### config.mk
export PLATFORM = sky130hd
export DESIGN_NAME = sdx_diag
export DESIGN_NICKNAME = d
export VERILOG_FILES = /design/src/verilog/sdx_pkg.sv /design/src/verilog/sdx_sync.sv /design/src/verilog/sdx_timebase.sv /design/src/verilog/sdx_diag.sv
export SDC_FILE = /design/constraint.sdc
export NUM_CORES = 1
export LEC_CHECK = 0
export ABC_AREA = 1
export BUFFER_PORTS_ARGS = -buffer_cell sky130_fd_sc_hd__buf_2
export CORE_MARGIN = 3
export CORE_UTILIZATION = 55
export CTS_CLUSTER_DIAMETER = 120
export DETAILED_ROUTE_END_ITERATION = 6
export GPL_TIMING_DRIVEN = 0
export PLACE_DENSITY = 0.75
export SLEW_MARGIN = 10
export SYNTH_ARGS = -nofsm -noshare
export SYNTH_HDL_FRONTEND = slang
export SYNTH_HIERARCHICAL = 1
export SYNTH_SLANG_ARGS = --single-unit
### constraint.sdc
create_clock -name clk -period 2.1 [get_ports clk]
set_input_delay 0.42 -clock clk [delete_from_list [all_inputs] [get_ports clk]]
set_output_delay 0.42 -clock clk [all_outputs]
set_load 0.01 [all_outputs]
### src/verilog/sdx_pkg.sv
// Purpose: shared constants for the serial diagnostic status block
// Assumes: 100 MHz clock, synchronous active-high reset
// Notes: bit positions follow the reported byte layouts
// How it works
// - response bit 0 while safety outputs on, bit 1 while actuator seen.
// - response bit 4 whenever both safety inputs are energised.
// - marginal zone sets response bit 5 and blinks the yellow lamp at 1 Hz.
// - response bit 6 on pending warning, bit 7 when error forced outputs off.
// - warning and error bytes flag out A, out B, cross, heat, internal fault.
// - error byte bit 4 flags bad actuator; warning byte bit 4 stays zero.
// - warning byte bit 6 flags gateway link failure; error byte bit 6 zero.
// - every status bit is active high, one meaning the condition holds.
// - idle with inputs live: green only, outputs off, response bit 4 only.
// - actuated and enabled: green and yellow lit, outputs on, bits 4,1,0.
// - each status bit follows its own condition; bit 5 is set only while the actuator is also seen.
// - warning keeps outputs on, switching them off after 30 minutes.
// - error clears once cause gone and request bit 7 falls or guard opens.
// - on gateway link failure the safety outputs hold their present state.

package sdx_pkg;

	localparam int CLK_HZ = 100_000_000;
	localparam int BLINK_HZ = 1;
	localparam int HALF_BLINK_CYC = CLK_HZ / (2 * BLINK_HZ);
	localparam int WARN_DELAY_MIN = 30;
	localparam int SEC_PER_MIN = 60;
	// delay counted in half-blink ticks to keep the counter small
	localparam int WARN_DELAY_TICKS = WARN_DELAY_MIN * SEC_PER_MIN * 2 * BLINK_HZ;
	localparam int WARN_CNT_W = 12;
	localparam logic [WARN_CNT_W-1:0] WARN_LAST =
		WARN_CNT_W'(WARN_DELAY_TICKS - 1);

	localparam int BYTE_W = 8;
	localparam int FAULT_W = 6;

	// response byte
	localparam int RSP_OUT_ON = 0;
	localparam int RSP_ACT = 1;
	localparam int RSP_INPUTS = 4;
	localparam int RSP_MARGIN = 5;
	localparam int RSP_WARN = 6;
	localparam int RSP_ERR = 7;
	localparam int REQ_ERR_CLR = 7;

	// warning and error bytes
	localparam int DG_OUT_A = 0;
	localparam int DG_OUT_B = 1;
	localparam int DG_CROSS = 2;
	localparam int DG_TEMP = 3;
	localparam int DG_ACTUATOR = 4;
	localparam int DG_INTERNAL = 5;
	localparam int DG_COMM = 6;
	localparam logic [BYTE_W-1:0] WARN_CAUSE_MASK = 8'h2F;
	localparam logic [BYTE_W-1:0] ERR_MASK = 8'h3F;
	localparam logic [BYTE_W-1:0] BYTE_ZERO = 8'h00;

	// synchroniser lanes; faults occupy 0..5 in diagnostic order
	localparam int SY_COMM = 6;
	localparam int SY_IN_A = 7;
	localparam int SY_IN_B = 8;
	localparam int SY_ACT = 9;
	localparam int SY_MARGIN = 10;
	localparam int SY_REQ = 11;
	localparam int SYNC_W = 12;

	typedef enum logic [2:0] {
		ST_RUN = 3'b001,
		ST_WARN = 3'b010,
		ST_FAULT = 3'b100
	} sdx_state_t;

endpackage

### src/verilog/sdx_sync.sv
// Purpose: three-stage input synchroniser with agreement filter
// Assumes: inputs asynchronous to clk
// Notes: output moves only when stages two and three agree
`timescale 1ns/1ps
`default_nettype none

module sdx_sync #(
	parameter int W = 1
) (
	input wire logic clk,
	input wire logic rst,
	input wire logic [W-1:0] d,
	output logic [W-1:0] q
);

	genvar i;
	generate
		for (i = 0; i < W; i++) begin : g_lane
			logic s1;
			logic s2;
			logic s3;
			logic next_q;

			always_comb begin
				next_q = (s2 == s3) ? s3 : q[i];
			end

			always_ff @(posedge clk) begin
				if (rst) begin
					s1 <= 1'b0;
					s2 <= 1'b0;
					s3 <= 1'b0;
					q[i] <= 1'b0;
				end else begin
					s1 <= d[i];
					s2 <= s1;
					s3 <= s2;
					q[i] <= next_q;
				end
			end
		end
	endgenerate

endmodule

`default_nettype wire

### src/verilog/sdx_timebase.sv
// Purpose: half-period tick and blink phase for lamps and delays
// Assumes: HALF_CYC of at least two
// Notes: tick is one cycle wide, phase toggles on each tick
`timescale 1ns/1ps
`default_nettype none

module sdx_timebase #(
	parameter int HALF_CYC = 50_000_000
) (
	input wire logic clk,
	input wire logic rst,
	output logic tick,
	output logic phase
);

	localparam logic [31:0] LAST = 32'(HALF_CYC - 1);

	logic [31:0] cnt;
	logic [31:0] next_cnt;
	logic next_tick;
	logic next_phase;

	always_comb begin
		next_tick = (cnt == LAST);
		next_cnt = next_tick ? 32'h0000_0000 : cnt + 32'h0000_0001;
		next_phase = next_tick ? ~phase : phase;
	end

	always_ff @(posedge clk) begin
		if (rst) begin
			cnt <= 32'h0000_0000;
			tick <= 1'b0;
			phase <= 1'b0;
		end else begin
			cnt <= next_cnt;
			tick <= next_tick;
			phase <= next_phase;
		end
	end

endmodule

`default_nettype wire

### src/verilog/sdx_diag.sv
// Purpose: status, warning and error bytes, lamps and safety outputs
// Assumes: condition inputs come from pins or other clocks
// Notes: warning escalates to error after a long delay
`timescale 1ns/1ps
`default_nettype none

module sdx_diag
	import sdx_pkg::*;
#(
	parameter int HALF_BLINK_CYCLES = HALF_BLINK_CYC
) (
	input wire logic clk,
	input wire logic rst,
	input wire logic safety_in_a,
	input wire logic safety_in_b,
	input wire logic actuator_present,
	input wire logic actuator_marginal,
	input wire logic fault_out_a,
	input wire logic fault_out_b,
	input wire logic fault_cross,
	input wire logic fault_overtemp,
	input wire logic fault_actuator,
	input wire logic fault_internal,
	input wire logic comm_fail,
	input wire logic [BYTE_W-1:0] request_control_byte,
	output logic [BYTE_W-1:0] response_status_byte,
	output logic [BYTE_W-1:0] warning_diag_byte,
	output logic [BYTE_W-1:0] error_diag_byte,
	output logic safety_out_a,
	output logic safety_out_b,
	output logic lamp_green,
	output logic lamp_red,
	output logic lamp_yellow
);

	logic [SYNC_W-1:0] raw;
	logic [SYNC_W-1:0] s;
	logic tick;
	logic phase;

	// only the clear bit is carried; the rest of the request is unused
	assign raw = {request_control_byte[REQ_ERR_CLR], actuator_marginal,
		actuator_present, safety_in_b, safety_in_a, comm_fail,
		fault_internal, fault_actuator, fault_overtemp, fault_cross,
		fault_out_b, fault_out_a};

	sdx_sync #(
		.W(SYNC_W)
	) u_sync (
		.clk(clk),
		.rst(rst),
		.d(raw),
		.q(s)
	);

	sdx_timebase #(
		.HALF_CYC(HALF_BLINK_CYCLES)
	) u_tb (
		.clk(clk),
		.rst(rst),
		.tick(tick),
		.phase(phase)
	);

	sdx_state_t state;
	sdx_state_t next_state;
	logic [WARN_CNT_W-1:0] warn_cnt;
	logic [WARN_CNT_W-1:0] next_warn_cnt;
	logic req_q;
	logic act_q;
	logic [BYTE_W-1:0] next_resp;
	logic [BYTE_W-1:0] next_warn;
	logic [BYTE_W-1:0] next_err;
	logic next_out;
	logic next_green;
	logic next_red;
	logic next_yellow;

	logic [BYTE_W-1:0] cause;
	logic [BYTE_W-1:0] err_set;
	logic pending;
	logic expire;
	logic clear_evt;
	logic inputs_live;
	logic want_on;

	always_comb begin
		cause = {2'b00, s[FAULT_W-1:0]};
		pending = |(cause & WARN_CAUSE_MASK);
		inputs_live = s[SY_IN_A] & s[SY_IN_B];
		// clear on falling request bit or guard opening
		clear_evt = (req_q & ~s[SY_REQ]) | (act_q & ~s[SY_ACT]);

		expire = (state == ST_WARN) && pending && tick &&
			(warn_cnt == WARN_LAST);
		if ((state == ST_WARN) && pending) begin
			next_warn_cnt = tick ? warn_cnt + 1'b1 : warn_cnt;
		end else begin
			next_warn_cnt = '0;
		end

		// bad actuator latches at once, others only on expiry
		err_set = cause & ERR_MASK & ~WARN_CAUSE_MASK;
		if (expire) begin
			err_set = err_set | (cause & WARN_CAUSE_MASK);
		end
		// set wins over a clear in the same cycle
		next_err = err_set |
			(error_diag_byte & ~({BYTE_W{clear_evt}} & ~cause));

		case (state)
			ST_RUN: begin
				if (next_err != BYTE_ZERO) begin
					next_state = ST_FAULT;
				end else if (pending) begin
					next_state = ST_WARN;
				end else begin
					next_state = ST_RUN;
				end
			end
			ST_WARN: begin
				if (next_err != BYTE_ZERO) begin
					next_state = ST_FAULT;
				end else if (!pending) begin
					next_state = ST_RUN;
				end else begin
					next_state = ST_WARN;
				end
			end
			ST_FAULT: begin
				if (next_err != BYTE_ZERO) begin
					next_state = ST_FAULT;
				end else if (pending) begin
					next_state = ST_WARN;
				end else begin
					next_state = ST_RUN;
				end
			end
			default: begin
				next_state = ST_RUN;
			end
		endcase

		// any latched error forces the outputs off
		want_on = inputs_live & s[SY_ACT] & (next_err == BYTE_ZERO);
		// link failure freezes the switching state
		next_out = s[SY_COMM] ? safety_out_a : want_on;

		// each bit from its own condition
		next_resp = BYTE_ZERO;
		next_resp[RSP_OUT_ON] = next_out;
		next_resp[RSP_ACT] = s[SY_ACT];
		next_resp[RSP_INPUTS] = inputs_live;
		next_resp[RSP_MARGIN] = s[SY_ACT] & s[SY_MARGIN];
		next_resp[RSP_WARN] = pending;
		next_resp[RSP_ERR] = |next_err;

		// link failure is a warning only
		next_warn = cause & WARN_CAUSE_MASK;
		next_warn[DG_COMM] = s[SY_COMM];

		next_green = ~pending & (next_err == BYTE_ZERO);
		next_red = pending | (next_err != BYTE_ZERO);
		// yellow blinks in the marginal zone
		next_yellow = s[SY_ACT] & (~s[SY_MARGIN] | phase);
	end

	always_ff @(posedge clk) begin
		if (rst) begin
			state <= ST_RUN;
			warn_cnt <= '0;
			req_q <= 1'b0;
			act_q <= 1'b0;
			response_status_byte <= BYTE_ZERO;
			warning_diag_byte <= BYTE_ZERO;
			error_diag_byte <= BYTE_ZERO;
			safety_out_a <= 1'b0;
			safety_out_b <= 1'b0;
			lamp_green <= 1'b0;
			lamp_red <= 1'b0;
			lamp_yellow <= 1'b0;
		end else begin
			state <= next_state;
			warn_cnt <= next_warn_cnt;
			req_q <= s[SY_REQ];
			act_q <= s[SY_ACT];
			response_status_byte <= next_resp;
			warning_diag_byte <= next_warn;
			error_diag_byte <= next_err;
			safety_out_a <= next_out;
			safety_out_b <= next_out;
			lamp_green <= next_green;
			lamp_red <= next_red;
			lamp_yellow <= next_yellow;
		end
	end
endmodule

`default_nettype wire

After elaboration in Yosys (flattened, before gate mapping):

Cells that the tools add are included.

* bits of input ports: 21
* word-level logic and storage cells: 124
* bits in registers: 127
* output and inout port bits: 29

* equal/unequal tests: 17
* mux-type cells: 4
* add/sub/neg operators: 2
* bitwise operators: 24
* reductions and logical operators: 12

Operators with widths (number)
* $add 32x1->32 const B: 1
* $eq 32x26->1 const B: 1
* $and 8x8->8: 2
* $add 12x1->12 const B: 1
* $eq 1x1->1: 12
* $eq 12x12->1 const B: 1
* $and 1x1->1: 8
* $logic_not 8->1: 1
* $mux 8: 1
* $not 6->8: 1
* $not 8->8: 1
* $or 8x8->8: 1
* $reduce_bool 8->1: 1
* $reduce_or 8->1: 1
* $not 1->1: 7
* $or 5x6->6: 1
* $reduce_or 2->1: 3
* $reduce_or 3->1: 2
* $reduce_or 5->1: 1
* $eq 3x1->1 const B: 1
* $eq 3x2->1 const B: 1
* $eq 3x3->1 const B: 1
* $logic_and 1x1->1: 3
* $mux 3: 1
* other kinds (3): 5

Longest topological paths before layout:

* depth in word-level cells: 10
* depth in mapped cells: 13
* mapped depth without buffers: 13

Hierarchy:

The synthesis kept the hierarchy.

By module, submodules not included
* sdx_timebase: cells an instance 310, area each 1899.3 sq um, sequential area each 680.7 sq um, instances 1
* sdx_diag: cells an instance 217, area each 1669.1 sq um, sequential area each 780.7 sq um, instances 1
* sdx_sync: cells an instance 162, area each 1511.4 sq um, sequential area each 960.9 sq um, instances 1

Worst setup path before layout:

OpenSTA, ideal clock, no wires.

* path type: register -> register
* start point: register u_tb.cnt[0]
* end point: register u_tb.cnt[12]
* stages on the path, launching flop included: 10
* slack: 0.706 ns
* path buffers: 1
* period minus slack after synthesis: 1.394 ns
* arrival time: 1.280 ns
* required time: 1.985 ns
* setup time: 0.115 ns
* path through: dfxtp_1 ha_1 nand2_1 nor2_4 nand3_1 nor2_2 nand2_2 nand2_4 buf_6 nor2_1

* word-level cells in the longest chain between the ends: 2
* elaborated cells between the ends (all ways): 3
* classes of those cells: add/sub (1); eq/ne (1); reduce/logical (1)

Ends and longest elaborated chain
* start, declared: line sdx_timebase.sv:18 `logic [31:0] cnt;`
* start signal, assigned: line sdx_timebase.sv:35 `cnt <= next_cnt;`
* branches (longest 2 deep; another with $add 32x1->32)

Several ways; the timed one is not identified.
A chain may end at the register's enable or synchronous reset.

Worst setup path after layout:

* start point: register u_tb.cnt[0]
* end point: register u_tb.cnt[10]

Same word-level chain as after synthesis.

==> run summary <==
The boundary pin count is 50. The hold violation count in the final report was 0. The worst hold slack was 0.1128 ns; the sequential fraction of the synthesis area was 47.68%. The most frequent standard cell in the layout excluding fill and tap cells was sky130_fd_sc_hd__nand2_1.

Along the worst path, the maximum fanout reaches 10. The run gives 183 as the number of design-rule violations left by the first detailed-router iteration. Entering global routing, the biggest net connects 17 pins. Setup violations remaining at the end of the flow were counted as 0. In this run, post-CTS repair resized a total of 0 instances. The maximum operating frequency was 609.1 MHz. The tools report the total DRC errors in the routed layout as 0. The clock tree root buffer cell is sky130_fd_sc_hd__clkbuf_8. The total area inside the core boundary comes to 8848 µm². For the final HPWL from detailed placement, the log shows 7.169 mm. The horizontal die dimension is 102.1 µm.

The clock edge transition at the registers on the reported setup and hold paths works out to 0.06 ns. The final critical path takes up 78.18% of the cycle. The logs give 0.9364 for the final weighted congestion in routability-driven placement and 0 for the number of max-slew violations in the final report.

No sink is reached through more buffers than the 2 on the longest clock path. The number of antenna violations at the first check in global routing was 0. Summing internal, switching and leakage power gives 5.371 mW. For the worst setup slack after layout, the log shows 0.4582 ns. Once the clock tree was built, the setup fixing pass inserted 0 buffers. The clock reaches the later pin of the worst-skew pair after 0.50 ns. Summed over all cells, the static leakage comes to 2.479 nW. Once placement finished, the instance area stood at 5416 µm². The final setup TNS is 0 ns, and the number of routed nets with antenna violations is 0. After synthesis, the netlist uses 38 different library cells.

Startpoint-to-endpoint class of the critical path: reg2reg. The logs give 0.5066 mV for the worst voltage drop across the vdd grid and 4195 for the via count. The first global-routing pass estimated 16.69 mm of wire. The critical path data arrival time came out at 2.03 ns. The die covers 10430 µm².

The final period demand of the worst path came out at 1.642 ns. The share of the core filled with cells is 67.96%, and the number of hold-repair buffers added at the cts stage is 0. The global route total overflow is 0, and the synthesized area per cell is 7.373 µm². The run gives 34 as the number of rows created at floorplan.

The number of maximum-capacitance constraint violations came out at 0. The final cell count without fillers is 869. In this run the number of H-tree levels came out at 4. The Yosys step of the flow raised 6 warnings. The worst setup path is launched from a flop.

The via-per-instance ratio was 4.827. The number of antenna diodes is 0. In this run the tool buffered the top-level ports with 38 buffer cells.

After detailed routing, the average wire length per cell comes to 11.66 µm. For the netlist area before placement, the log shows 5080 µm². The type of the tightest min-delay check was in2reg. For the gate count of the mapped netlist, the log shows 689. Area added between synthesis and finish: 18.37%. Setup skew after layout: 0.007461 ns. Setup repair after global routing left no endpoint under its margin.

The run gives 3836 as the number of global-route vias before repair. TritonCTS built the clock tree. The finished cells cover 6013 µm². The effective utilization at floorplan is 57.41%. The tools report the type of element capturing the critical path as a flop. Prior to clock tree synthesis, the placed netlist has a worst setup slack of 0.4603 ns.

Dividing total power by cell area gives a power density of 893.2 nW/µm². The clock drives 121 sinks. Cells with a size suffix above 1 make up 19.97% of the layout.

The required time at the endpoint of the critical path is 2.49 ns. The run finished with clean final reports. The run gives 838 as the number of placed instances with taps included.

The tools report the total detailed-routing wirelength as 10.14 mm. The total clock buffers created by CTS was 17; the post-synthesis sequential element count was 121. For this run, the total global-route usage over all layers was measured as 20.23%. For the net count reported at finish, the log shows 772. The floorplan step set the die height to 102.1 µm. Before antenna repair, the detailed router went through 5 iterations.

In the layout the commonest cells are 143 x sky130_fd_sc_hd__nand2_1, 141 x sky130_fd_sc_hd__nor2_1, 121 x sky130_fd_sc_hd__dfxtp_1.
==> sequential cells by signal (all words and copies together), names as in the netlist, 3 cells and up <==
signal and cells:
response_status_byte 6, u_sync/q 12, error_diag_byte 8, state 3, u_tb/cnt 32, warn_cnt 12
u_sync/g_lane.s1 12, u_sync/g_lane.s2 12, u_sync/g_lane.s3 12, warning_diag_byte 6
==> cells in the mapped netlist, drive strengths merged <==
master | instances | area (µm²)
buf | 16 | 143.9
nor3b | 1 | 7.510
nand4 | 4 | 31.28
dfxtp | 121 | 2422
o21ai | 20 | 137.6
nor3 | 3 | 25.02
a21boi | 1 | 7.510
clkbuf | 2 | 7.510
inv | 110 | 415.4
xnor2 | 6 | 52.55
nor2 | 169 | 729.4
ha | 2 | 25.02
a31oi | 1 | 6.260
or2 | 4 | 25.03
a21oi | 31 | 155.2
conb | 1 | 3.750
o21a | 3 | 22.52
mux2i | 1 | 10.01
nand2 | 155 | 616.8
xor2 | 7 | 61.31
nand3 | 29 | 155.2
nor4 | 2 | 18.77
==> routing by layer <==
layer	part of all wire, %	routed length, µm	track usage, %
met5	0	0	0
met4	0.90	91	6.963
met3	3.6	361	5.597
met2	49	4964	34.43
met1	47	4719	24.69
==> where the power goes <==
part	switching (mW)	internal, mW	total (mW)
registers	0.0190	2.33	2.35
clock network	1.04	1.84	2.89
logic	0.0784	0.0540	0.132
total	1.14	4.23	5.37
==> area by class of cell <==
cell class / count / area, µm²
fill: 742 / 2835
sequential: 121 / 2422
multi-input combinational: 443 / 2102
clock buffer: 18 / 427.9
inverter: 110 / 415.4
timing repair buffer: 38 / 190.2
clock inverter: 13 / 168.9
buffer: 18 / 151.4
tap: 108 / 135.1
==> cells by family after synthesis <==
kind of cell             after synthesis  synth area share, %
other                                  1              0.07382
XOR/XNOR                              13                2.241
adder cells (fa/ha/maj)                2               0.4925
flip-flops                           121                47.68
AO/OA/AOI/OAI                         56                6.478
AND/OR/NAND/NOR                      367                31.68
buffers and inverters                128                11.16
multiplexers                           1               0.1971
==> path summary, 6_finish.rpt <==
path | start | endpoint | slack, ns | depth (start not counted)
setup reg to reg | u_tb/cnt[0] | u_tb/cnt[10] | 0.46 | 9
hold / removal | request_control_byte[7] | u_sync/g_lane[11].s1 | 0.11 | 3
hold reg to reg | u_sync/g_lane[2].s1 | u_sync/g_lane[2].s2 | 0.40 | 2
setup / recovery | u_tb/cnt[0] | u_tb/cnt[10] | 0.46 | 9
==> worst max-delay path, cell delays in order, from the launching register on <==
cell and delay (ns):
sky130_fd_sc_hd__dfxtp_1 0.37, sky130_fd_sc_hd__ha_1 0.20, sky130_fd_sc_hd__nand2_1 0.10, sky130_fd_sc_hd__nor2_4 0.16, sky130_fd_sc_hd__nand3_1 0.10, sky130_fd_sc_hd__nor2_2 0.15
sky130_fd_sc_hd__nand2_2 0.11, sky130_fd_sc_hd__nand2_4 0.11, sky130_fd_sc_hd__buf_6 0.15, sky130_fd_sc_hd__nor2_1 0.06
Note: power is estimated with default switching activity, not from simulation.
